**src/tsc_pkg.sv**
```systemverilog
// Constants for the touch sensor configuration register bank
package tsc_pkg;

  // ****************************************
  // Register offsets
  // ****************************************
  localparam logic [7:0] OFS_FILTER = 8'h56;
  localparam logic [7:0] OFS_SCAN0 = 8'h5c;
  localparam logic [7:0] OFS_SCAN1 = 8'h5d;
  localparam logic [7:0] OFS_THR0 = 8'h66;
  localparam logic [7:0] OFS_THR1 = 8'h67;
  localparam logic [7:0] OFS_CUR0 = 8'h70;
  localparam logic [7:0] OFS_CUR1 = 8'h71;
  localparam logic [7:0] OFS_GUARD = 8'h79;
  localparam logic [7:0] OFS_IDENT = 8'h7a;
  localparam logic [7:0] OFS_STATUS = 8'h7b;
  localparam logic [7:0] OFS_ADDRPU = 8'h7c;
  localparam logic [7:0] OFS_RBSEL = 8'h81;
  localparam logic [7:0] OFS_BASE_HI = 8'h82;
  localparam logic [7:0] OFS_BASE_LO = 8'h83;
  localparam logic [7:0] OFS_DELTA_HI = 8'h84;
  localparam logic [7:0] OFS_DELTA_LO = 8'h85;
  localparam logic [7:0] OFS_RAW_HI = 8'h86;
  localparam logic [7:0] OFS_RAW_LO = 8'h87;
  localparam logic [7:0] OFS_TOUCH = 8'h88;
  localparam logic [7:0] OFS_CMD = 8'ha0;

  // ****************************************
  // Reset values and field layout
  // ****************************************
  localparam logic [7:0] RST_FILTER = 8'h20;
  localparam logic [7:0] FILT_WR_MASK = 8'hb3;
  localparam int FILT_CLR_BIT = 7;
  localparam int FILT_DROP_BIT = 5;
  localparam int FILT_AVG_BIT = 4;
  localparam logic RST_SCAN0 = 1'b0;
  localparam logic RST_SCAN1 = 1'b1;
  localparam logic [7:0] RST_THR = 8'h64;
  localparam logic [7:0] RST_CUR = 8'h0a;
  localparam logic [7:0] CUR_ZERO_SUB = 8'h0a;
  localparam logic [7:0] RST_ADDRPU = 8'h00;
  localparam logic RST_LOCKED = 1'b0;
  localparam int RB_EN_BIT = 7;
  localparam int PULLUP_BIT = 7;
  localparam logic [7:0] ZERO_BYTE = 8'h00;

  // ****************************************
  // Commands and guard sequences
  // ****************************************
  localparam logic [7:0] CMD_SETUP = 8'h08;
  localparam logic [7:0] CMD_NORMAL = 8'h07;
  localparam logic [7:0] UNLOCK_B0 = 8'h3c;
  localparam logic [7:0] UNLOCK_B1 = 8'ha5;
  localparam logic [7:0] UNLOCK_B2 = 8'h69;
  localparam logic [7:0] LOCK_B0 = 8'h96;
  localparam logic [7:0] LOCK_B1 = 8'h5a;
  localparam logic [7:0] LOCK_B2 = 8'hc3;
  localparam logic [1:0] SEQ_LAST = 2'h2;
  localparam logic [3:0] BYTE_BITS = 4'h8;

  // ****************************************
  // Serial slave states
  // ****************************************
  typedef enum logic [6:0] {
    ST_IDLE = 7'h01,
    ST_ADDR = 7'h02,
    ST_ACK_A = 7'h04,
    ST_WR = 7'h08,
    ST_ACK_W = 7'h10,
    ST_RD = 7'h20,
    ST_RACK = 7'h40
  } tsc_state_t;

endpackage

```
**src/tsc_regs.sv**
```systemverilog
// Touch sensor configuration register bank behind a serial two-wire slave
`timescale 1ns/1ps
`default_nettype none

module tsc_regs
  import tsc_pkg::*;
#(
  // Arbitrary neutral identity value
  parameter logic [7:0] PART_ID = 8'h5a
)
(
  input wire logic core_clk,
  input wire logic rst_n,
  input wire logic scl_i,
  input wire logic sda_i,
  output logic sda_o,
  output logic sda_oe,
  input wire logic [1:0] touch_input_mask,
  input wire logic [1:0][15:0] baseline_value,
  input wire logic [1:0][15:0] delta_count,
  input wire logic [1:0][15:0] raw_count,
  input wire logic [1:0] touch_detected,
  input wire logic [1:0] supply_range,
  input wire logic internal_reset_flag,
  input wire logic factory_config_loaded,
  input wire logic supply_too_low_for_store,
  input wire logic touch_function_on,
  input wire logic output_function_on,
  input wire logic scan_active,
  input wire logic scan_done,
  output logic sample_discard,
  output logic force_baseline_clear,
  output logic bus_busy_sample_drop,
  output logic avg_enable,
  output logic [1:0] avg_order,
  output logic scan_order_sensor0,
  output logic scan_order_sensor1,
  output logic [7:0] touch_threshold_sensor0,
  output logic [7:0] touch_threshold_sensor1,
  output logic [7:0] sense_current_sensor0,
  output logic [7:0] sense_current_sensor1,
  output logic [6:0] bus_address,
  output logic pullup_disable,
  output logic setup_mode,
  output logic bus_active
);

  // ****************************************
  // Pin synchronisers and bus conditions
  // ****************************************
  logic scl_s1, scl_s2, scl_d;
  logic sda_s1, sda_s2, sda_d;

  always_ff @(posedge core_clk)
  begin
    if (!rst_n)
    begin
      scl_s1 <= 1'b1;
      scl_s2 <= 1'b1;
      scl_d <= 1'b1;
      sda_s1 <= 1'b1;
      sda_s2 <= 1'b1;
      sda_d <= 1'b1;
    end
    else
    begin
      scl_s1 <= scl_i;
      scl_s2 <= scl_s1;
      scl_d <= scl_s2;
      sda_s1 <= sda_i;
      sda_s2 <= sda_s1;
      sda_d <= sda_s2;
    end
  end

  wire scl_rise = scl_s2 & ~scl_d;
  wire scl_fall = ~scl_s2 & scl_d;
  wire bus_start = scl_s2 & scl_d & sda_d & ~sda_s2;
  wire bus_stop = scl_s2 & scl_d & ~sda_d & sda_s2;

  // ****************************************
  // Register storage
  // ****************************************
  tsc_state_t state;
  logic [3:0] bitcnt;
  logic [7:0] shreg;
  logic [7:0] txbyte;
  logic [7:0] ptr;
  logic [7:0] wr_addr;
  logic [7:0] wr_byte;
  logic wr_stb;
  logic rw;
  logic first_byte;
  logic master_ack;
  logic [7:0] filter_ctrl;
  logic [1:0] unlock_stage;
  logic [1:0] lock_stage;
  logic bus_address_locked;
  logic [7:0] addr_pending;
  logic [2:0] readback_select;
  logic busy_seen;

  // ****************************************
  // Write decode
  // ****************************************
  wire wr_filter = wr_stb && (wr_addr == OFS_FILTER);
  wire wr_scan0 = wr_stb && (wr_addr == OFS_SCAN0) && setup_mode;
  wire wr_scan1 = wr_stb && (wr_addr == OFS_SCAN1) && setup_mode;
  wire wr_thr0 = wr_stb && (wr_addr == OFS_THR0);
  wire wr_thr1 = wr_stb && (wr_addr == OFS_THR1);
  wire wr_cur0 = wr_stb && (wr_addr == OFS_CUR0) && setup_mode;
  wire wr_cur1 = wr_stb && (wr_addr == OFS_CUR1) && setup_mode;
  wire wr_guard = wr_stb && (wr_addr == OFS_GUARD);
  wire wr_addrpu = wr_stb && (wr_addr == OFS_ADDRPU) && !bus_address_locked;
  wire wr_rbsel = wr_stb && (wr_addr == OFS_RBSEL);
  wire wr_cmd = wr_stb && (wr_addr == OFS_CMD);

  wire [7:0] cur_value = (wr_byte == ZERO_BYTE) ? CUR_ZERO_SUB : wr_byte;

  wire [7:0] unlock_exp = (unlock_stage == 2'h0) ? UNLOCK_B0 :
                          (unlock_stage == 2'h1) ? UNLOCK_B1 : UNLOCK_B2;
  wire unlock_match = (wr_byte == unlock_exp);
  wire unlock_hit = wr_guard && unlock_match && (unlock_stage == SEQ_LAST);
  wire [1:0] next_unlock_stage = unlock_hit ? 2'h0 :
                                 unlock_match ? unlock_stage + 2'h1 :
                                 (wr_byte == UNLOCK_B0) ? 2'h1 : 2'h0;
  wire [7:0] lock_exp = (lock_stage == 2'h0) ? LOCK_B0 :
                        (lock_stage == 2'h1) ? LOCK_B1 : LOCK_B2;
  wire lock_match = (wr_byte == lock_exp);
  wire lock_hit = wr_guard && lock_match && (lock_stage == SEQ_LAST);
  wire [1:0] next_lock_stage = lock_hit ? 2'h0 :
                               lock_match ? lock_stage + 2'h1 :
                               (wr_byte == LOCK_B0) ? 2'h1 : 2'h0;

  wire rb_onehot = wr_byte[1] ^ wr_byte[0];
  // target must be a touch input
  wire rb_is_touch = ((wr_byte[1:0] & ~touch_input_mask) == 2'h0);
  wire rb_accept = wr_rbsel && rb_onehot && rb_is_touch;

  // ****************************************
  // Read selection
  // ****************************************
  wire rb_idx = readback_select[1];
  wire rb_on = readback_select[2];
  wire [15:0] base_word = rb_on ? baseline_value[rb_idx] : 16'h0000;
  wire [15:0] delta_word = rb_on ? delta_count[rb_idx] : 16'h0000;
  wire [15:0] raw_word = rb_on ? raw_count[rb_idx] : 16'h0000;
  // supply range, internal reset, factory load
  wire [7:0] status_byte = {supply_range, internal_reset_flag, factory_config_loaded,
                            supply_too_low_for_store, 1'b0, touch_function_on,
                            output_function_on};
  wire [7:0] touch_byte = {6'h00, touch_detected};

  wire [7:0] rd_data =
    (ptr == OFS_FILTER) ? filter_ctrl :
    (ptr == OFS_SCAN0) ? {7'h00, scan_order_sensor0} :
    (ptr == OFS_SCAN1) ? {7'h00, scan_order_sensor1} :
    (ptr == OFS_THR0) ? touch_threshold_sensor0 :
    (ptr == OFS_THR1) ? touch_threshold_sensor1 :
    (ptr == OFS_CUR0) ? sense_current_sensor0 :
    (ptr == OFS_CUR1) ? sense_current_sensor1 :
    (ptr == OFS_GUARD) ? {7'h00, bus_address_locked} :
    (ptr == OFS_IDENT) ? PART_ID :
    (ptr == OFS_STATUS) ? status_byte :
    (ptr == OFS_ADDRPU) ? addr_pending :
    (ptr == OFS_RBSEL) ? {readback_select[2], 5'h00, readback_select[1:0]} :
    (ptr == OFS_BASE_HI) ? base_word[15:8] :
    (ptr == OFS_BASE_LO) ? base_word[7:0] :
    (ptr == OFS_DELTA_HI) ? delta_word[15:8] :
    (ptr == OFS_DELTA_LO) ? delta_word[7:0] :
    (ptr == OFS_RAW_HI) ? raw_word[15:8] :
    (ptr == OFS_RAW_LO) ? raw_word[7:0] :
    (ptr == OFS_TOUCH) ? touch_byte : ZERO_BYTE;

  // ****************************************
  // Serial slave
  // ****************************************
  always_ff @(posedge core_clk)
  begin
    if (!rst_n)
    begin
      state <= ST_IDLE;
      bitcnt <= 4'h0;
      shreg <= 8'h00;
      txbyte <= 8'h00;
      ptr <= 8'h00;
      wr_addr <= 8'h00;
      wr_byte <= 8'h00;
      wr_stb <= 1'b0;
      rw <= 1'b0;
      first_byte <= 1'b0;
      master_ack <= 1'b0;
      sda_oe <= 1'b0;
      sda_o <= 1'b0;
      bus_active <= 1'b0;
    end
    else
    begin
      wr_stb <= 1'b0;
      sda_o <= 1'b0;
      if (bus_start)
      begin
        state <= ST_ADDR;
        bitcnt <= 4'h0;
        sda_oe <= 1'b0;
        bus_active <= 1'b1;
      end
      else if (bus_stop)
      begin
        state <= ST_IDLE;
        sda_oe <= 1'b0;
        bus_active <= 1'b0;
      end
      else if (scl_rise)
      begin
        if (state == ST_RACK)
          master_ack <= ~sda_s2;
        else
        begin
          shreg <= {shreg[6:0], sda_s2};
          bitcnt <= bitcnt + 4'h1;
        end
      end
      else if (scl_fall)
      begin
        unique case (state)
          ST_IDLE:
            sda_oe <= 1'b0;
          ST_ADDR:
            if (bitcnt == BYTE_BITS)
            begin
              if (shreg[7:1] == bus_address)
              begin
                rw <= shreg[0];
                sda_oe <= 1'b1;
                state <= ST_ACK_A;
              end
              else
                state <= ST_IDLE;
            end
          ST_ACK_A:
            if (rw)
            begin
              sda_oe <= ~rd_data[7];
              txbyte <= {rd_data[6:0], 1'b0};
              ptr <= ptr + 8'h01;
              bitcnt <= 4'h0;
              state <= ST_RD;
            end
            else
            begin
              sda_oe <= 1'b0;
              bitcnt <= 4'h0;
              first_byte <= 1'b1;
              state <= ST_WR;
            end
          ST_WR:
            if (bitcnt == BYTE_BITS)
            begin
              sda_oe <= 1'b1;
              state <= ST_ACK_W;
              first_byte <= 1'b0;
              if (first_byte)
                ptr <= shreg;
              else
              begin
                // every byte is acked, read-only targets decode to nothing
                wr_stb <= 1'b1;
                wr_addr <= ptr;
                wr_byte <= shreg;
                ptr <= ptr + 8'h01;
              end
            end
          ST_ACK_W:
          begin
            sda_oe <= 1'b0;
            bitcnt <= 4'h0;
            state <= ST_WR;
          end
          ST_RD:
            if (bitcnt == BYTE_BITS)
            begin
              sda_oe <= 1'b0;
              state <= ST_RACK;
            end
            else
            begin
              sda_oe <= ~txbyte[7];
              txbyte <= {txbyte[6:0], 1'b0};
            end
          ST_RACK:
            if (master_ack)
            begin
              sda_oe <= ~rd_data[7];
              txbyte <= {rd_data[6:0], 1'b0};
              ptr <= ptr + 8'h01;
              bitcnt <= 4'h0;
              state <= ST_RD;
            end
            else
              state <= ST_IDLE;
        endcase
      end
    end
  end

  // ****************************************
  // Configuration registers
  // ****************************************
  always_ff @(posedge core_clk)
  begin
    if (!rst_n)
    begin
      filter_ctrl <= RST_FILTER;
      force_baseline_clear <= 1'b0;
      scan_order_sensor0 <= RST_SCAN0;
      scan_order_sensor1 <= RST_SCAN1;
      touch_threshold_sensor0 <= RST_THR;
      touch_threshold_sensor1 <= RST_THR;
      sense_current_sensor0 <= RST_CUR;
      sense_current_sensor1 <= RST_CUR;
      setup_mode <= 1'b0;
      readback_select <= 3'h0;
    end
    else
    begin
      if (wr_filter)
        filter_ctrl <= wr_byte & FILT_WR_MASK;
      else if (filter_ctrl[FILT_CLR_BIT])
        filter_ctrl[FILT_CLR_BIT] <= 1'b0;
      force_baseline_clear <= filter_ctrl[FILT_CLR_BIT] & ~wr_filter;
      if (wr_scan0)
        scan_order_sensor0 <= wr_byte[0];
      if (wr_scan1)
        scan_order_sensor1 <= wr_byte[0];
      if (wr_thr0)
        touch_threshold_sensor0 <= wr_byte;
      if (wr_thr1)
        touch_threshold_sensor1 <= wr_byte;
      if (wr_cur0)
        sense_current_sensor0 <= cur_value;
      if (wr_cur1)
        sense_current_sensor1 <= cur_value;
      if (wr_cmd && (wr_byte == CMD_SETUP))
        setup_mode <= 1'b1;
      else if (wr_cmd && (wr_byte == CMD_NORMAL))
        setup_mode <= 1'b0;
      if (rb_accept)
        readback_select <= {wr_byte[RB_EN_BIT], wr_byte[1:0]};
    end
  end

  always_ff @(posedge core_clk)
  begin
    if (!rst_n)
    begin
      avg_enable <= RST_FILTER[FILT_AVG_BIT];
      avg_order <= RST_FILTER[1:0];
      bus_busy_sample_drop <= RST_FILTER[FILT_DROP_BIT];
    end
    else
    begin
      avg_enable <= filter_ctrl[FILT_AVG_BIT];
      avg_order <= filter_ctrl[1:0];
      bus_busy_sample_drop <= filter_ctrl[FILT_DROP_BIT];
    end
  end

  // ****************************************
  // Bus-busy sample drop
  // ****************************************
  always_ff @(posedge core_clk)
  begin
    if (!rst_n)
    begin
      busy_seen <= 1'b0;
      sample_discard <= 1'b0;
    end
    else
    begin
      busy_seen <= (scan_active & bus_active) | (busy_seen & ~scan_done);
      sample_discard <= scan_done & filter_ctrl[FILT_DROP_BIT] & (busy_seen | bus_active);
    end
  end

  // ****************************************
  // Address guard
  // ****************************************
  always_ff @(posedge core_clk)
  begin
    if (!rst_n)
    begin
      unlock_stage <= 2'h0;
      lock_stage <= 2'h0;
      bus_address_locked <= RST_LOCKED;
      addr_pending <= RST_ADDRPU;
      bus_address <= RST_ADDRPU[6:0];
      pullup_disable <= RST_ADDRPU[PULLUP_BIT];
    end
    else
    begin
      if (wr_guard)
      begin
        unlock_stage <= next_unlock_stage;
        lock_stage <= next_lock_stage;
      end
      if (unlock_hit)
        bus_address_locked <= 1'b0;
      else if (lock_hit)
      begin
        bus_address_locked <= 1'b1;
        bus_address <= addr_pending[6:0];
        pullup_disable <= addr_pending[PULLUP_BIT];
      end
      if (wr_addrpu)
        addr_pending <= wr_byte;
    end
  end

endmodule

`default_nettype wire

```
**config.mk**
```make
export PLATFORM = sky130hd
export DESIGN_NAME = tsc_regs
export DESIGN_NICKNAME = d
export VERILOG_FILES = /design/src/tsc_pkg.sv /design/src/tsc_regs.sv
export SDC_FILE = /design/constraint.sdc
export NUM_CORES = 1
export LEC_CHECK = 0
export BUFFER_PORTS_ARGS = -buffer_cell sky130_fd_sc_hd__buf_2
export CAP_MARGIN = 20
export CELL_PAD_IN_SITES_DETAIL_PLACEMENT = 0
export CELL_PAD_IN_SITES_GLOBAL_PLACEMENT = 2
export CORE_UTILIZATION = 35
export DETAILED_ROUTE_END_ITERATION = 10
export HOLD_SLACK_MARGIN = 0.03
export PLACE_DENSITY = 0.94
export SYNTH_ARGS = -nofsm -noshare
export SYNTH_HDL_FRONTEND = slang
export SYNTH_SLANG_ARGS = --single-unit
```
**constraint.sdc**
```tcl
create_clock -name core_clk -period 4.1 [get_ports core_clk]
set_input_delay 0.41 -clock core_clk [delete_from_list [all_inputs] [get_ports core_clk]]
set_output_delay 0.41 -clock core_clk [all_outputs]
set_load 0.01 [all_outputs]
```
; ---- Word-level counts from Yosys, hierarchy flattened
; Cells that the tools add are included.
[totals]
elab_cells = 281
regBits = 134
output_inout_bits = 52
input_bits = 113
[classes]
reduce_logical = 58
addsub = 4
n_eq_ne = 62
n_lt_le_gt_ge = 1
muxes = 79
bitwise_logic = 35
[op_table]
columns = operator, n
row1 = 8-bit two-way mux, 30
row2 = "8-bit by 7-bit == test with 1-bit output, second input constant", 20
row3 = 16-bit two-way mux, 9
row4 = "8-bit == test, second input constant", 11
row5 = 8-bit one-hot mux with 3 select lines, 2
row6 = 7-bit one-hot mux with 6 select lines, 1
row7 = 1-bit logical AND, 24
row8 = 7-bit two-way mux, 3
row9 = 7-bit AND reduction, 3
row10 = 2-bit two-way mux, 9
row11 = "2-bit != test, second input constant", 9
row12 = 1-bit inverter, 18
row13 = 6-bit AND reduction, 3
row14 = 8-bit == test, 2
row15 = 4-bit two-way mux, 4
row16 = 8-bit AND reduction, 2
row17 = 1-bit two-way mux, 15
row18 = 1-bit AND, 12
row19 = 6-bit two-way mux, 2
row20 = "4-bit != test, second input constant", 3
row21 = 3-bit nonzero test, 4
row22 = "8-bit by 1-bit adder with 8-bit output, second input constant", 1
row23 = "8-bit by 3-bit == test with 1-bit output, second input constant", 1
row24 = "8-bit by 4-bit == test with 1-bit output, second input constant", 1
row25 = 36 further kinds, 50

; ---- Logic depth before layout (Yosys ltp)
[logic_depth]
depth_word = 24
depth_mapped = 11

; ---- Worst setup path after synthesis
; No wires, ideal clock.
[synth_path]
path_type = reg-to-reg
from = reg wr_byte[0]
to = reg readback_select[0]
arrival_ps = 2114
setup_slack_ps = 1858
stages_incl_launch_ff = 9
period_less_slack_ps = 2242
n_path_buf = 1
setup_ps = 128
path_cell_list = dfxtp_1 > clkbuf_1 > inv_1 > ha_1 > inv_1 > or4_1 > nor4_2 > mux2i_1 > nor2_1
[synth_between]
elab_chain_cells = 3
elab_cells_between_ends = 5
cone_classes = bitwise (2) / reduce/logical (3)
[synth_rtl]
columns = item, line_no
row1 = start: declaration, tsc_regs.sv:90  ; logic [7:0] wr_byte;
row2 = start signal: assignment, tsc_regs.sv:270  ; wr_byte <= shreg;
row3 = 2-bit AND / 1-bit bitwise XOR (equally long branches), "tsc_regs.sv:137, tsc_regs.sv:135"
row4 = 2-bit zero test / 1-bit logical AND (equally long branches), "tsc_regs.sv:137, tsc_regs.sv:138"
row5 = 1-bit logical AND, tsc_regs.sv:138  ; wire rb_accept = wr_rbsel && rb_onehot && rb_is_touch;
row6 = end signal: assignment, tsc_regs.sv:349  ; readback_select <= {wr_byte[RB_EN_BIT], wr_byte[1:0]};
row7 = end: declaration, tsc_regs.sv:100  ; logic [2:0] readback_select;
; Parallel ways exist; a longest one is shown, timed or not.
; A chain may end at the register's enable or synchronous reset.

; ---- Final worst setup path
[layout_path]
from = reg ptr[0]
to = reg txbyte[3]
[layout_between]
elab_chain_cells = 21
elab_cells_between_ends = 39
cone_classes = eq/ne (18) / mux (21)
[layout_rtl]
columns = item, line_no
row1 = start: declaration, tsc_regs.sv:88  ; logic [7:0] ptr;
row2 = start signal: assignment, tsc_regs.sv:246  ; ptr <= ptr + 8'h01;
row3 = start signal: assignment, tsc_regs.sv:264  ; ptr <= shreg;
row4 = start signal: assignment, tsc_regs.sv:271  ; ptr <= ptr + 8'h01;
row5 = 8-bit == test, tsc_regs.sv:172  ; (ptr == OFS_RAW_LO) ? raw_word[7:0] :
row6 = 8-bit two-way mux, tsc_regs.sv:172
row7 = 8-bit two-way mux, tsc_regs.sv:171  ; (ptr == OFS_RAW_HI) ? raw_word[15:8] :
row8 = 8-bit two-way mux, tsc_regs.sv:170  ; (ptr == OFS_DELTA_LO) ? delta_word[7:0] :
row9 = 8-bit two-way mux, tsc_regs.sv:169  ; (ptr == OFS_DELTA_HI) ? delta_word[15:8] :
row10 = 8-bit two-way mux, tsc_regs.sv:168  ; (ptr == OFS_BASE_LO) ? base_word[7:0] :
row11 = 8-bit two-way mux, tsc_regs.sv:167  ; (ptr == OFS_BASE_HI) ? base_word[15:8] :
row12 = 8-bit two-way mux, tsc_regs.sv:166  ; (ptr == OFS_RBSEL) ? {readback_select[2], 5'h00, readback_select[1:0]} :
row13 = [5 not listed], n/a
row14 = 8-bit two-way mux, tsc_regs.sv:160  ; (ptr == OFS_CUR0) ? sense_current_sensor0 :
row15 = 8-bit two-way mux, tsc_regs.sv:159  ; (ptr == OFS_THR1) ? touch_threshold_sensor1 :
row16 = 8-bit two-way mux, tsc_regs.sv:158  ; (ptr == OFS_THR0) ? touch_threshold_sensor0 :
row17 = 8-bit two-way mux, tsc_regs.sv:157  ; (ptr == OFS_SCAN1) ? {7'h00, scan_order_sensor1} :
row18 = 8-bit two-way mux, tsc_regs.sv:156  ; (ptr == OFS_SCAN0) ? {7'h00, scan_order_sensor0} :
row19 = 8-bit two-way mux (*), tsc_regs.sv:155  ; (ptr == OFS_FILTER) ? filter_ctrl :
row20 = "8-bit two-way mux, on equally long branches", "tsc_regs.sv:292, tsc_regs.sv:242"
row21 = 8-bit one-hot mux with 3 select lines (*), tsc_regs.sv:226  ; unique case (state)
row22 = end signal: assignment, tsc_regs.sv:245  ; txbyte <= {rd_data[6:0], 1'b0};
row23 = end signal: assignment, tsc_regs.sv:289  ; txbyte <= {txbyte[6:0], 1'b0};
row24 = end signal: assignment, tsc_regs.sv:295  ; txbyte <= {rd_data[6:0], 1'b0};
row25 = end: declaration, tsc_regs.sv:87  ; logic [7:0] txbyte;
; Mark *: on every way between the ends. The rest lies on a longest branch, timed or not. The select of a mux whose other input is x is not followed.

==> metrics.txt <==
Layout Area Growth over Synthesis=19.6%; PnR Total Power=0.00298 W; Area contributors post-synth=dfxtp_1, mux2i_1, nor2_1; final period utilization=0.679; Placer Congestion=0.933; CTS Buf Count=17; Worst Skew=0.0114 ns; Worst EP required=4.40 ns; Post-Route Setup TNS=0 ns; Synth Register Bits=133; Net Count, Synth=1,134; commonest non-fill, non-tap cell in the layout=buf_2; Avg Inst Size Synth=8.17 µm²; Leakage=between 3 and 4 nW; Synth cell types=83; die area=24,000 µm²; max_cap viols=0; flip-flop and latch area=2660 µm²; Detailed Routing Iterations Pass 1=7; CTS clk-pin slew, worst paths=0.06 ns; CTS tree=done; # H-tree levels=4; DR WL/cell=19.3 µm; Initial Utilization=0.359; ys async rst share=0; clk sinks=between 100 and 150; status=completed; Synth top area share=0.326; critical path data arrival time=3.08 ns; hold path start=sda_i; final antenna-violating net count=0; WL final=between 20,000 and 30,000 µm; Worst Hold Class=in2reg; RSZ-0062 raised after global routing=no; Die Span Y=approximately 150 µm; synth warn=0; Max Freq=0.359 GHz; DR vias=7,970; vias per cell=around 5.5; total gr overflow=0; Initial DRC Count=650; largest net degree at the start of global routing=40; Die W=155 µm; CP startpoint kind=flop; # rows=55; clk_lat worst skew=0.43 ns; Post-synth EDFFs=0; Total Routing Usage GR=0.235; hold_buf cts=0; ant diodes=0; max-slew violation count=0; fin nets=between 1,000 and 1,500; post-CTS sizing=0; Top FF cell, synth=dfxtp_1; synthesized cell area=8180 µm²; most frequent cells in the layout=buf_2, dfxtp_1, nor2_1; Remaining DRCs=0; number of global-route vias before repair=7,470; root buf cell=clkbuf_16; setup bufs post-CTS=0; Worst R2R Start=ptr[0]; first-pass GRT wire length=~43,000 µm; Post-Syn Instances=roughly 1,000; Yosys top cell by area=dfxtp_1; critical path peak fanout=28; hpwl dp=around 21,000 µm; sequential share of the synthesized area=0.326; Setup violations, final=0; minimum clock period=2.78 ns; Slew @ Worst Pin=1.05 ns; area of the multi-input gates=5080 µm²; relative max-transition margin=0.299; CP startpoint=ptr[0]; reg2reg path depth=9; Setup crit end kind=flop; hold violation count in the final report=0; Clock Tree Buf Depth=2; antenna violations before repair=0; P per Cell Area=around 300 nW/µm²; Port Buffers=163; VDD IR-drop max=0.264 mV; layout cells sized above 1=0.241; Hold Path Depth=2; Setup CP Type=reg2reg; Fill cells=2,305; core area=about 23,000 µm²; Ports=165
-- report_power, final --
group          switching, W  internal (W)  total, W
clock network      0.000618      0.000915   0.00153
registers        0.00000875       0.00130   0.00131
logic             0.0000713     0.0000710  0.000142
total              0.000698       0.00228   0.00298
-- final timing paths --
kind               endpoint  slack, ns
hold reg to reg      scl_s2       0.40
setup reg to reg  txbyte[3]       1.32
setup / recovery  txbyte[3]       1.32
hold / removal       sda_s1       0.16
-- synth_stat cells, types with 3 or more instances --
cell type and instances:
a211oi_1 11, a21o_1 6, a21oi_1 70, a221o_1 3
a221oi_1 10, a22o_1 3, a22oi_1 6, a311oi_1 5
a31oi_1 12, a32oi_1 3, and2_1 10, and3_1 15
and3b_1 3, buf_1 4, buf_2 24, buf_4 4
buf_6 3, clkbuf_1 41, dfxtp_1 133, ha_1 20
inv_1 27, mux2_2 31, mux2i_1 84, nand2_1 110
nand2b_1 19, nand3_1 38, nand3b_1 4, nand4_1 12
nand4b_1 5, nor2_1 113, nor2b_1 7, nor3_1 12
nor3b_1 4, nor4_1 8, o2111ai_1 4, o211ai_1 7
o21ai_0 41, o22ai_1 9, o2bb2ai_1 3, or3_1 6
or4_1 4, xnor2_1 5, xor2_1 8
-- kinds of logic after synthesis --
kind of cell | count (synthesis) | share of synthesized area
AND/OR/NAND/NOR | 393 | 0.246
AO/OA/AOI/OAI | 221 | 0.179
flip-flops | 133 | 0.326
multiplexers | 116 | 0.148
buffers and inverters | 104 | 0.0560
adder cells (fa/ha/maj) | 20 | 0.0306
XOR/XNOR | 13 | 0.0139
other | 1 | 0.000459
-- worst max-delay path: stages, from the launching register on --
cell and delay, ns:
dfxtp_1 0.39, inv_1 0.16, ha_1 0.16, buf_4 0.30, nand2b_1 0.17, or4_1 0.66, o21ai_0 0.37, o211ai_1 0.19
o2111ai_1 0.15, a31oi_1 0.10
-- metrics by stage --
stage	instances	util	hold slack (ns)	setup slack (ns)	area [µm²]
after detailed placement	1418	0.403	0.397	1.41	9190
final	1450	0.429	0.163	1.32	9780
after CTS	1450	0.429	0.150	1.39	9780
after global placement	1417	0.403	0.394	1.45	9180
after floorplan	1001	-	0.386	1.86	8180
after global routing	1450	0.429	0.173	1.19	9780
-- layer usage --
layer / GRT usage / vias to the layer above / part of all wire
li1: - / 3851 / -
met1: 0.327 / 3831 / 0.48
met2: 0.363 / 265 / 0.45
met3: 0.0521 / 23 / 0.062
met4: 0.0632 / 0 / 0.013
met5: 0 / - / 0
-- cell type report --
| class | count | share of cell area |
|---|---|---|
| clock buffer | 18 | 0.0449 |
| clock inverter | 14 | 0.0154 |
| inverter | 28 | 0.0107 |
| multi-input combinational | 764 | 0.520 |
| sequential | 133 | 0.272 |
| tap | 313 | 0.0401 |
| timing repair buffer | 180 | 0.0965 |
Note: power is estimated with default switching activity, not from simulation.
